File: src/hw/ssap_pkg.sv
// Package with shared constants and carrier types for the SPI attention port.
package ssap_pkg;

  localparam int unsigned SSAP_BYTE_W = 8;
  localparam int unsigned SSAP_FIFO_DEPTH = 16;
  localparam logic [2:0] SSAP_MSB_IDX = 3'h7;
  localparam logic [2:0] SSAP_LSB_IDX = 3'h0;
  localparam logic [7:0] SSAP_FILLER = 8'hFF;
  localparam logic [7:0] SSAP_API_MODE_UNESCAPED = 8'h01;
  localparam real SSAP_CLK_MHZ = 40.0;
  localparam real SSAP_MAX_LINK_MBPS = 3.5;
  localparam int unsigned SSAP_CYC_PER_LINK_BIT =
    int'($floor(SSAP_CLK_MHZ / SSAP_MAX_LINK_MBPS));

  // Configuration of the port's pins.
  typedef struct packed {
    logic sleep_request_periph;
    logic select_periph;
    logic pull_resistor_enable;
    logic [7:0] serial_mode_setting;
  } ssap_cfg_t;

  // One byte on its way through the port.
  typedef struct packed {
    logic valid;
    logic [7:0] data;
  } ssap_byte_t;

  typedef enum logic [1:0] {
    SSAP_IDLE = 2'b00,
    SSAP_SHIFT = 2'b01,
    SSAP_DONE = 2'b11
  } ssap_state_t;

endpackage : ssap_pkg

File: src/hw/ssap_port.sv
// SPI slave port with attention output, sleep control and outbound FIFO.
// Overview of operation
// - Slave only; never drives clock or starts.
// - Mode 0: sample on rising clock edge.
// - Bytes shift most significant bit first.
// - Attention low while data queued, always driven.
// - Attention held until all queued bytes out.
// - Drive slave-out only while selected.
// - Every byte full duplex; filler bytes invalid.
// - Valid bytes may flow both ways together.
// - Only unescaped API mode; mode setting ignored.
// - Pull-ups on inputs enabled by default.
// - Sleep-request pin controls sleep by default.
// - Else select controls sleep: low wakes.
// - Neither configured: device stays awake.
module ssap_port
  import ssap_pkg::*;
#(
  parameter int unsigned DEPTH = SSAP_FIFO_DEPTH
) (
  // Clock and reset.
  input wire logic ref_clk_i,
  input wire logic rst_i,
  // SPI pins.
  input wire logic spi_clk_i,
  input wire logic select_n_i,
  input wire logic slave_in_i,
  output logic slave_out_o,
  output logic slave_out_oe_o,
  output logic attention_n_o,
  // Sleep pin and configuration.
  input wire logic sleep_request_io_i,
  input wire ssap_cfg_t cfg_i,
  output logic pull_up_en_o,
  output logic awake_o,
  // Outbound bytes from the device.
  input wire logic tx_valid_i,
  input wire logic [SSAP_BYTE_W-1:0] tx_data_i,
  output logic tx_ready_o,
  // Inbound bytes to the device.
  output logic rx_valid_o,
  output logic [SSAP_BYTE_W-1:0] rx_data_o,
  output logic api_mode_o
);
  logic clk_s1;
  logic clk_s2;
  logic clk_d;
  logic sel_s1;
  logic sel_s2;
  logic sel_d;
  logic mosi_s1;
  logic mosi_s2;
  logic slp_s1;
  logic slp_s2;
  logic rise;
  logic fall;
  logic sel_fall;
  logic selected;
  logic [2:0] bit_idx;
  logic [SSAP_BYTE_W-1:0] rx_shift;
  logic [SSAP_BYTE_W-1:0] tx_shift;
  logic byte_done;
  logic fifo_valid;
  logic [SSAP_BYTE_W-1:0] fifo_data;
  logic fifo_pop;
  logic loaded;
  ssap_byte_t cur;
  ssap_state_t state;
  ssap_state_t next_state;

  // Two-stage synchronisers for every pin input.
  always_ff @(posedge ref_clk_i or posedge rst_i) begin
    if (rst_i) begin
      clk_s1 <= 1'b0;
      clk_s2 <= 1'b0;
      clk_d <= 1'b0;
      sel_s1 <= 1'b1;
      sel_s2 <= 1'b1;
      sel_d <= 1'b1;
      mosi_s1 <= 1'b1;
      mosi_s2 <= 1'b1;
      slp_s1 <= 1'b1;
      slp_s2 <= 1'b1;
    end else begin
      clk_s1 <= spi_clk_i;
      clk_s2 <= clk_s1;
      clk_d <= clk_s2;
      sel_s1 <= select_n_i;
      sel_s2 <= sel_s1;
      sel_d <= sel_s2;
      mosi_s1 <= slave_in_i;
      mosi_s2 <= mosi_s1;
      slp_s1 <= sleep_request_io_i;
      slp_s2 <= slp_s1;
    end
  end

  assign selected = !sel_s2;
  assign rise = selected && clk_s2 && !clk_d;
  assign fall = selected && !clk_s2 && clk_d;
  assign sel_fall = !sel_s2 && sel_d;
  assign byte_done = rise && (bit_idx == SSAP_LSB_IDX);
  assign fifo_pop = byte_done && cur.valid;

  ssap_fifo #(
    .WIDTH(SSAP_BYTE_W),
    .DEPTH(DEPTH)
  ) u_fifo (
    .ref_clk_i(ref_clk_i),
    .rst_i(rst_i),
    .wr_valid_i(tx_valid_i),
    .wr_data_i(tx_data_i),
    .wr_ready_o(tx_ready_o),
    .rd_valid_o(fifo_valid),
    .rd_data_o(fifo_data),
    .rd_ready_i(fifo_pop)
  );

  // Byte framing state.
  always_comb begin
    next_state = state;
    case (state)
      SSAP_IDLE: begin
        if (sel_fall) begin
          next_state = SSAP_SHIFT;
        end
      end
      SSAP_SHIFT: begin
        if (!selected) begin
          next_state = SSAP_IDLE;
        end else if (byte_done) begin
          next_state = SSAP_DONE;
        end
      end
      SSAP_DONE: begin
        next_state = selected ? SSAP_SHIFT : SSAP_IDLE;
      end
      default: begin
        next_state = SSAP_IDLE;
      end
    endcase
  end

  always_ff @(posedge ref_clk_i or posedge rst_i) begin
    if (rst_i) begin
      state <= SSAP_IDLE;
    end else begin
      state <= next_state;
    end
  end

  // Bit counter runs from bit 7 down to bit 0.
  always_ff @(posedge ref_clk_i or posedge rst_i) begin
    if (rst_i) begin
      bit_idx <= SSAP_MSB_IDX;
    end else if (!selected) begin
      bit_idx <= SSAP_MSB_IDX;
    end else if (rise) begin
      bit_idx <= bit_idx - 3'h1;
    end
  end

  // Receive shifter samples on the rising edge.
  always_ff @(posedge ref_clk_i or posedge rst_i) begin
    if (rst_i) begin
      rx_shift <= '0;
      rx_valid_o <= 1'b0;
      rx_data_o <= '0;
    end else begin
      rx_valid_o <= 1'b0;
      if (rise) begin
        rx_shift <= {rx_shift[SSAP_BYTE_W-2:0], mosi_s2};
      end
      if (byte_done) begin
        rx_valid_o <= 1'b1;
        rx_data_o <= {rx_shift[SSAP_BYTE_W-2:0], mosi_s2};
      end
    end
  end

  // Transmit byte is a queued byte or filler when nothing is queued.
  always_ff @(posedge ref_clk_i or posedge rst_i) begin
    if (rst_i) begin
      cur <= '0;
      loaded <= 1'b0;
    end else if (!selected || byte_done) begin
      loaded <= 1'b0;
    end else if (!loaded) begin
      loaded <= 1'b1;
      cur.valid <= fifo_valid;
      cur.data <= fifo_valid ? fifo_data : SSAP_FILLER;
    end
  end

  // Output shifter presents the first bit when the byte loads and each later bit after the falling edge.
  always_ff @(posedge ref_clk_i or posedge rst_i) begin
    if (rst_i) begin
      tx_shift <= SSAP_FILLER;
      slave_out_o <= 1'b1;
      slave_out_oe_o <= 1'b0;
    end else begin
      slave_out_oe_o <= selected;
      if (selected && !loaded) begin
        tx_shift <= fifo_valid ? fifo_data : SSAP_FILLER;
        slave_out_o <= fifo_valid ? fifo_data[SSAP_MSB_IDX]
                                  : SSAP_FILLER[SSAP_MSB_IDX];
      end else if (fall && bit_idx != SSAP_MSB_IDX) begin
        slave_out_o <= tx_shift[bit_idx];
      end
    end
  end

  // Attention is low while any byte remains queued or in flight.
  always_ff @(posedge ref_clk_i or posedge rst_i) begin
    if (rst_i) begin
      attention_n_o <= 1'b1;
    end else begin
      attention_n_o <= !(fifo_valid || (loaded && cur.valid
                                        && !byte_done));
    end
  end

  // Configuration and sleep control.
  always_ff @(posedge ref_clk_i or posedge rst_i) begin
    if (rst_i) begin
      pull_up_en_o <= 1'b1;
      awake_o <= 1'b1;
      api_mode_o <= 1'b1;
    end else begin
      pull_up_en_o <= cfg_i.pull_resistor_enable;
      api_mode_o <= 1'b1;
      if (cfg_i.sleep_request_periph) begin
        awake_o <= !slp_s2;
      end else if (cfg_i.select_periph) begin
        awake_o <= selected;
      end else begin
        awake_o <= 1'b1;
      end
    end
  end

  attn_queue_a: assert property (@(posedge ref_clk_i) disable iff (rst_i)
    fifo_valid |=> !attention_n_o)
    else $error("Attention not low while data queued.");

  attn_idle_a: assert property (@(posedge ref_clk_i) disable iff (rst_i)
    (!fifo_valid && !loaded) |=> attention_n_o)
    else $error("Attention low with nothing queued.");

  miso_oe_a: assert property (@(posedge ref_clk_i) disable iff (rst_i)
    sel_s2 |=> !slave_out_oe_o)
    else $error("Slave-out driven while deselected.");

  bit_count_a: assert property (@(posedge ref_clk_i) disable iff (rst_i)
    (rise && selected && bit_idx == SSAP_MSB_IDX) |=>
      (bit_idx == 3'h6))
    else $error("Bit order counter wrong.");

  rx_byte_a: assert property (@(posedge ref_clk_i) disable iff (rst_i)
    byte_done |=> rx_valid_o ##1 !rx_valid_o)
    else $error("Received byte strobe wrong.");

  sleep_sel_a: assert property (@(posedge ref_clk_i) disable iff (rst_i)
    (!cfg_i.sleep_request_periph && cfg_i.select_periph && sel_s2)
      |=> !awake_o)
    else $error("Select high did not sleep.");

  stay_awake_a: assert property (@(posedge ref_clk_i) disable iff (rst_i)
    (!cfg_i.sleep_request_periph && !cfg_i.select_periph)
      |=> awake_o)
    else $error("Device slept with no sleep pin.");

  sleep_pin_a: assert property (@(posedge ref_clk_i) disable iff (rst_i)
    cfg_i.sleep_request_periph |=> (awake_o == !$past(slp_s2)))
    else $error("Sleep pin not followed.");

  api_mode_a: assert property (@(posedge ref_clk_i) disable iff (rst_i)
    ##1 api_mode_o)
    else $error("API mode left.");

  pull_up_a: assert property (@(posedge ref_clk_i) disable iff (rst_i)
    1'b1 |=> (pull_up_en_o == $past(cfg_i.pull_resistor_enable)))
    else $error("Pull-up enable not followed.");

  frame_done_a: assert property (@(posedge ref_clk_i) disable iff (rst_i)
    (state == SSAP_DONE) |-> rx_valid_o)
    else $error("Byte end without received strobe.");

  rx_data_a: assert property (@(posedge ref_clk_i) disable iff (rst_i)
    byte_done |=> (rx_data_o == $past({rx_shift[SSAP_BYTE_W-2:0], mosi_s2})))
    else $error("Received byte not assembled in order.");

  shift_in_a: assert property (@(posedge ref_clk_i) disable iff (rst_i)
    rise |=> (rx_shift[0] == $past(mosi_s2)))
    else $error("Input bit not taken on rising edge.");

  out_first_a: assert property (@(posedge ref_clk_i) disable iff (rst_i)
    (selected && !loaded && !fifo_valid) |=>
      (slave_out_o == SSAP_FILLER[SSAP_MSB_IDX]))
    else $error("First filler bit wrong.");

  out_hold_a: assert property (@(posedge ref_clk_i) disable iff (rst_i)
    (selected && loaded && !fall) |=> $stable(slave_out_o))
    else $error("Slave-out changed off the falling edge.");

  oe_sel_a: assert property (@(posedge ref_clk_i) disable iff (rst_i)
    !sel_s2 |=> slave_out_oe_o)
    else $error("Slave-out not driven while selected.");

  pop_valid_a: assert property (@(posedge ref_clk_i) disable iff (rst_i)
    fifo_pop |-> fifo_valid)
    else $error("Queue popped while empty.");

  filler_data_a: assert property (@(posedge ref_clk_i) disable iff (rst_i)
    (loaded && !cur.valid) |-> (cur.data == SSAP_FILLER))
    else $error("Invalid byte is not filler.");

  idx_reset_a: assert property (@(posedge ref_clk_i) disable iff (rst_i)
    !selected |=> (bit_idx == SSAP_MSB_IDX))
    else $error("Bit counter not reset on deselect.");

  attn_flight_a: assert property (@(posedge ref_clk_i) disable iff (rst_i)
    (loaded && cur.valid && !byte_done) |=> !attention_n_o)
    else $error("Attention released with byte in flight.");

  full_queued_a: assert property (@(posedge ref_clk_i) disable iff (rst_i)
    !tx_ready_o |-> fifo_valid)
    else $error("Queue full but nothing queued.");

  sel_wake_a: assert property (@(posedge ref_clk_i) disable iff (rst_i)
    (!cfg_i.sleep_request_periph && cfg_i.select_periph && !sel_s2)
      |=> awake_o)
    else $error("Select low did not wake.");
endmodule : ssap_port

File: src/hw/ssap_fifo.sv
// Parameterised flip-flop FIFO with valid and ready on both sides.
module ssap_fifo #(
  parameter int unsigned WIDTH = 8,
  parameter int unsigned DEPTH = 16
) (
  // Clock and reset.
  input wire logic ref_clk_i,
  input wire logic rst_i,
  // Write side.
  input wire logic wr_valid_i,
  input wire logic [WIDTH-1:0] wr_data_i,
  output logic wr_ready_o,
  // Read side.
  output logic rd_valid_o,
  output logic [WIDTH-1:0] rd_data_o,
  input wire logic rd_ready_i
);
  localparam int unsigned AW = $clog2(DEPTH);
  logic [WIDTH-1:0] mem [DEPTH];
  logic [AW-1:0] wp;
  logic [AW-1:0] rp;
  logic [AW:0] cnt;
  logic do_wr;
  logic do_rd;
  logic [AW:0] next_cnt;

  assign rd_valid_o = (cnt != '0);
  assign next_cnt = cnt + (AW+1)'(do_wr) - (AW+1)'(do_rd);
  assign rd_data_o = mem[rp];
  assign do_wr = wr_valid_i && wr_ready_o;
  assign do_rd = rd_valid_o && rd_ready_i;

  always_ff @(posedge ref_clk_i) begin
    if (do_wr) begin
      mem[wp] <= wr_data_i;
    end
  end

  always_ff @(posedge ref_clk_i or posedge rst_i) begin
    if (rst_i) begin
      wp <= '0;
      rp <= '0;
      cnt <= '0;
      wr_ready_o <= 1'b1;
    end else begin
      if (do_wr) begin
        wp <= (wp == AW'(DEPTH - 1)) ? '0 : wp + 1'b1;
      end
      if (do_rd) begin
        rp <= (rp == AW'(DEPTH - 1)) ? '0 : rp + 1'b1;
      end
      cnt <= next_cnt;
      wr_ready_o <= (next_cnt != (AW+1)'(DEPTH));
    end
  end
endmodule : ssap_fifo

File: config.mk
export PLATFORM = sky130hd
export DESIGN_NAME = ssap_port
export DESIGN_NICKNAME = d
export VERILOG_FILES = /design/src/hw/ssap_pkg.sv /design/src/hw/ssap_port.sv /design/src/hw/ssap_fifo.sv
export SDC_FILE = /design/constraint.sdc
export NUM_CORES = 1
export LEC_CHECK = 0
export ABC_CLOCK_PERIOD_IN_PS = 5850
export BUFFER_PORTS_ARGS = -buffer_cell sky130_fd_sc_hd__buf_2
export CAP_MARGIN = 20
export CORE_ASPECT_RATIO = 0.7
export CORE_MARGIN = 4
export CORE_UTILIZATION = 57
export DETAILED_ROUTE_END_ITERATION = 16
export PLACE_DENSITY = 0.76
export SYNTH_ARGS = -nofsm -noshare
export SYNTH_HDL_FRONTEND = slang
export SYNTH_SLANG_ARGS = --single-unit
File: constraint.sdc
create_clock -name ref_clk_i -period 5.85 [get_ports ref_clk_i]
set_input_delay 0 -clock ref_clk_i [delete_from_list [all_inputs] [get_ports ref_clk_i]]
set_output_delay 0 -clock ref_clk_i [all_outputs]
set_load 0.01 [all_outputs]
==> flow_metrics.env <==
export IMPL_slew_headroom_pct=46.0
export IMPL_drt_wl_total_um=14200
export IMPL_hold_path_startpoint="sleep_request_io_i"
export IMPL_drtAntennaViolNets=0
export IMPL_cp_end_kind="flop"
export IMPL_rows=34
export IMPL_reg2reg_from="bit_idx[1]"
export IMPL_max_stage_delay_ns=0.53
export IMPL_hold_class="in2reg"
export IMPL_initial_core_util_pct=59.2
export IMPL_yosys_area_share_xor_xnor_pct=0.936
export IMPL_ys_seq_elements=185
export IMPL_clock_sinks=185
export IMPL_critical_path_buf_inv_count=2
export IMPL_synth_edf_count=128
export IMPL_grt_overflow_total=0
export IMPL_slew_viol_final=0
export IMPL_pin_count=42
export IMPL_seq_area_frac_synth_pct=70.8
export IMPL_critical_path_class="reg2reg"
export IMPL_port_buffers=32
export IMPL_synth_top_family_by_area="multiplexers"
export IMPL_path_clk_slew_ns=0.06
export IMPL_maxCapViolCount=0
export IMPL_placed_cell_area_um2=7730
export IMPL_dp_hpwl_um=9400
export IMPL_setup_viol=0
export IMPL_syn_cell_area_um2=7480
export IMPL_synth_mux_area_share_pct=11.3
export IMPL_cts_tree="yes"
export IMPL_hold_violations=0
export IMPL_finalSetupTns_ns=0
export IMPL_syn_num_nets=507
export IMPL_clockBufferDepth=2
export IMPL_clk_latency_ns=0.41
export IMPL_synthAdderAreaFrac_pct=2.61
export IMPL_path_common_cell="ha_1"
export IMPL_finClkSkew_ns=0.00549
export IMPL_synth_flop_cell="edfxtp_1"
export IMPL_die_area_um2=15100
export IMPL_ys_async_sr_fraction_pct=30.8
export IMPL_outcome="completed"
export IMPL_p_total_w=0.00326
export IMPL_cts_root_buf="clkbuf_16"
export IMPL_drt_iter0_drc=449
export IMPL_fmax_ghz=0.323
export IMPL_drive_gt1_share_pct=22.8
export IMPL_yosys_area_share_simple_pct=7.66
export IMPL_antenna_found_initial=0
export IMPL_gp_congestion=0.796
export IMPL_ys_types=47
export IMPL_grt_pass1_vias=4136
export IMPL_final_common_cell="edfxtp_1"
export IMPL_cp_top_family="adder cells"
export IMPL_core_area_um2=12600
export IMPL_powerDensity_nw_per_um2=384
export IMPL_synthToLayoutAreaGrowth_pct=13.5
export IMPL_grt_first_pass_wirelength_um=23000
export IMPL_worstPathRequired_ns=6.19
export IMPL_synth_compound_area_share_pct=4.13
export IMPL_grt_util_all_layers_pct=20.2
export IMPL_slowest_stage="nor4b_4"
export IMPL_finalCritPeriodShare_pct=52.9
export IMPL_synth_warnings=0
export IMPL_fin_util_pct=67.2
export IMPL_wl_per_cell_um=20.5
export IMPL_path_max_fanout=7
export IMPL_peakVddDrop_mv=0.238
export IMPL_layout_nets=555
export IMPL_first_pass_iters=5
export IMPL_via_count=4044
export IMPL_rsz0062_at_grt="false"
export IMPL_cts_resized=0
export IMPL_dieHeight_um=104
export IMPL_route_detailed_drc=0
export IMPL_dieWidth_um=145
export IMPL_leakagePower_nw=3.12
export IMPL_cts_buffers=17
export IMPL_min_period_ns=3.09
export IMPL_syn_inst=466
export IMPL_hold_ws_ns=0.227
export IMPL_fin_area_um2=8490
export IMPL_crit_path_start_kind="flop"
export IMPL_crit_start="bit_idx[1]"
export IMPL_syn_area_per_cell_um2=16.1
export IMPL_arrival_ns=3.43
export IMPL_grt_max_degree=58
export IMPL_avgViaCountPerCell=5.87
export IMPL_htree_levels=4
export IMPL_fillerInstances=800
export IMPL_critical_path_cell_chain="inv_1 > ha_1 > or2b_2 > nor4b_4 > ha_1 > inv_1 > ha_1 > fa_1 > a21oi_1 > o21bai_1 > xnor2_1 > nand3b_1"
export IMPL_mostFrequentLayoutCells="128 x edfxtp_1, 38 x nand2_1, 38 x mux2i_1"
export IMPL_diodes=0
export IMPL_worstMarginPinSlew_ns=0.807
-- final timing paths --
path | end | slack (ns) | depth (start not counted)
hold / removal | slp_s1 | 0.23 | 2
max in group asynchronous | u_fifo.rp[1] | 5.00 | 4
setup reg to reg | u_fifo.wr_ready_o | 2.76 | 12
setup / recovery | u_fifo.wr_ready_o | 2.76 | 12
min in group asynchronous | u_fifo.cnt[3] | 0.31 | 4
hold reg to reg | slp_s2 | 0.36 | 0
-- registers in the layout, indices dropped and copies added (netlist names), 3 cells and up --
name        flops
rx_data_o       8
u_fifo.wp       4
rx_shift        7
u_fifo.rp       4
bit_idx         3
tx_shift        8
u_fifo.mem    128
u_fifo.cnt      5
-- Yosys cell counts, types with 3 or more instances --
master	instances	area [um^2]
a21oi_1	15	75.1
a22oi_1	7	52.6
and2_1	14	87.6
and3_1	5	31.3
buf_2	8	40.0
buf_4	3	22.5
clkbuf_1	9	33.8
dfrtp_1	35	876
dfstp_2	22	578
edfxtp_1	128	3840
ha_1	14	175
inv_1	15	56.3
mux2_2	9	101
mux2i_1	38	380
mux4_2	16	360
nand2_1	38	143
nand3_1	7	35.0
nor2_1	16	60.1
nor3_1	8	40.0
o21ai_0	3	15.0
o22ai_1	14	87.6
or3b_2	3	26.3
xnor2_1	4	35.0
xor2_1	4	35.0
-- timing repair --
action / CTS / global route
setup buffers: 0 / 0
setup endpoints to repair: 0 / 0
endpoints found under the hold margin: 170 / 0
hold buffers: 17 / 0
-- through the flow --
step                      instances  setup slack, ns
after floorplan                 466             3.09
after global placement          640             2.95
after detailed placement        640             2.80
after CTS                       689             2.76
after global routing            689             2.55
final                           689             2.76
-- power breakdown --
group          internal, W  total [W]  switching, W
logic             0.000186   0.000449      0.000263
clock network     0.000671    0.00113      0.000460
registers          0.00159    0.00168     0.0000893
total              0.00245    0.00326      0.000813
-- metal layers --
| layer | up-vias | global-route usage [%] | routed length (um) |
|---|---|---|---|
| li1 | 1840 | - | - |
| met1 | 2034 | 29.9 | 6480 |
| met2 | 153 | 29.3 | 6490 |
| met3 | 17 | 5.40 | 981 |
| met4 | 0 | 6.98 | 211 |
| met5 | - | 0 | 0 |
-- kinds of logic (layout without fill, tap and decap cells) --
family                   count (synthesis)  after routing
flip-flops                             185            185
adder cells (fa/ha/maj)                 15             15
other                                    1              1
buffers and inverters                   38             99
AND/OR/NAND/NOR                        107            107
multiplexers                            63             63
AO/OA/AOI/OAI                           49             49
XOR/XNOR                                 8              8
-- final cells by class --
cell class / instances / area (um^2) / share of cell area, %
flip-flops and latches: 185 / 5300 / 62.4
repair buffers: 52 / 353 / 4.16
inverters: 15 / 56.3 / 0.663
clock inverters: 12 / 150 / 1.77
well taps: 162 / 203 / 2.39
clock buffers: 20 / 437 / 5.14
multi-input cells: 243 / 1990 / 23.5
No activity file was read; power rests on OpenSTA's default activity.
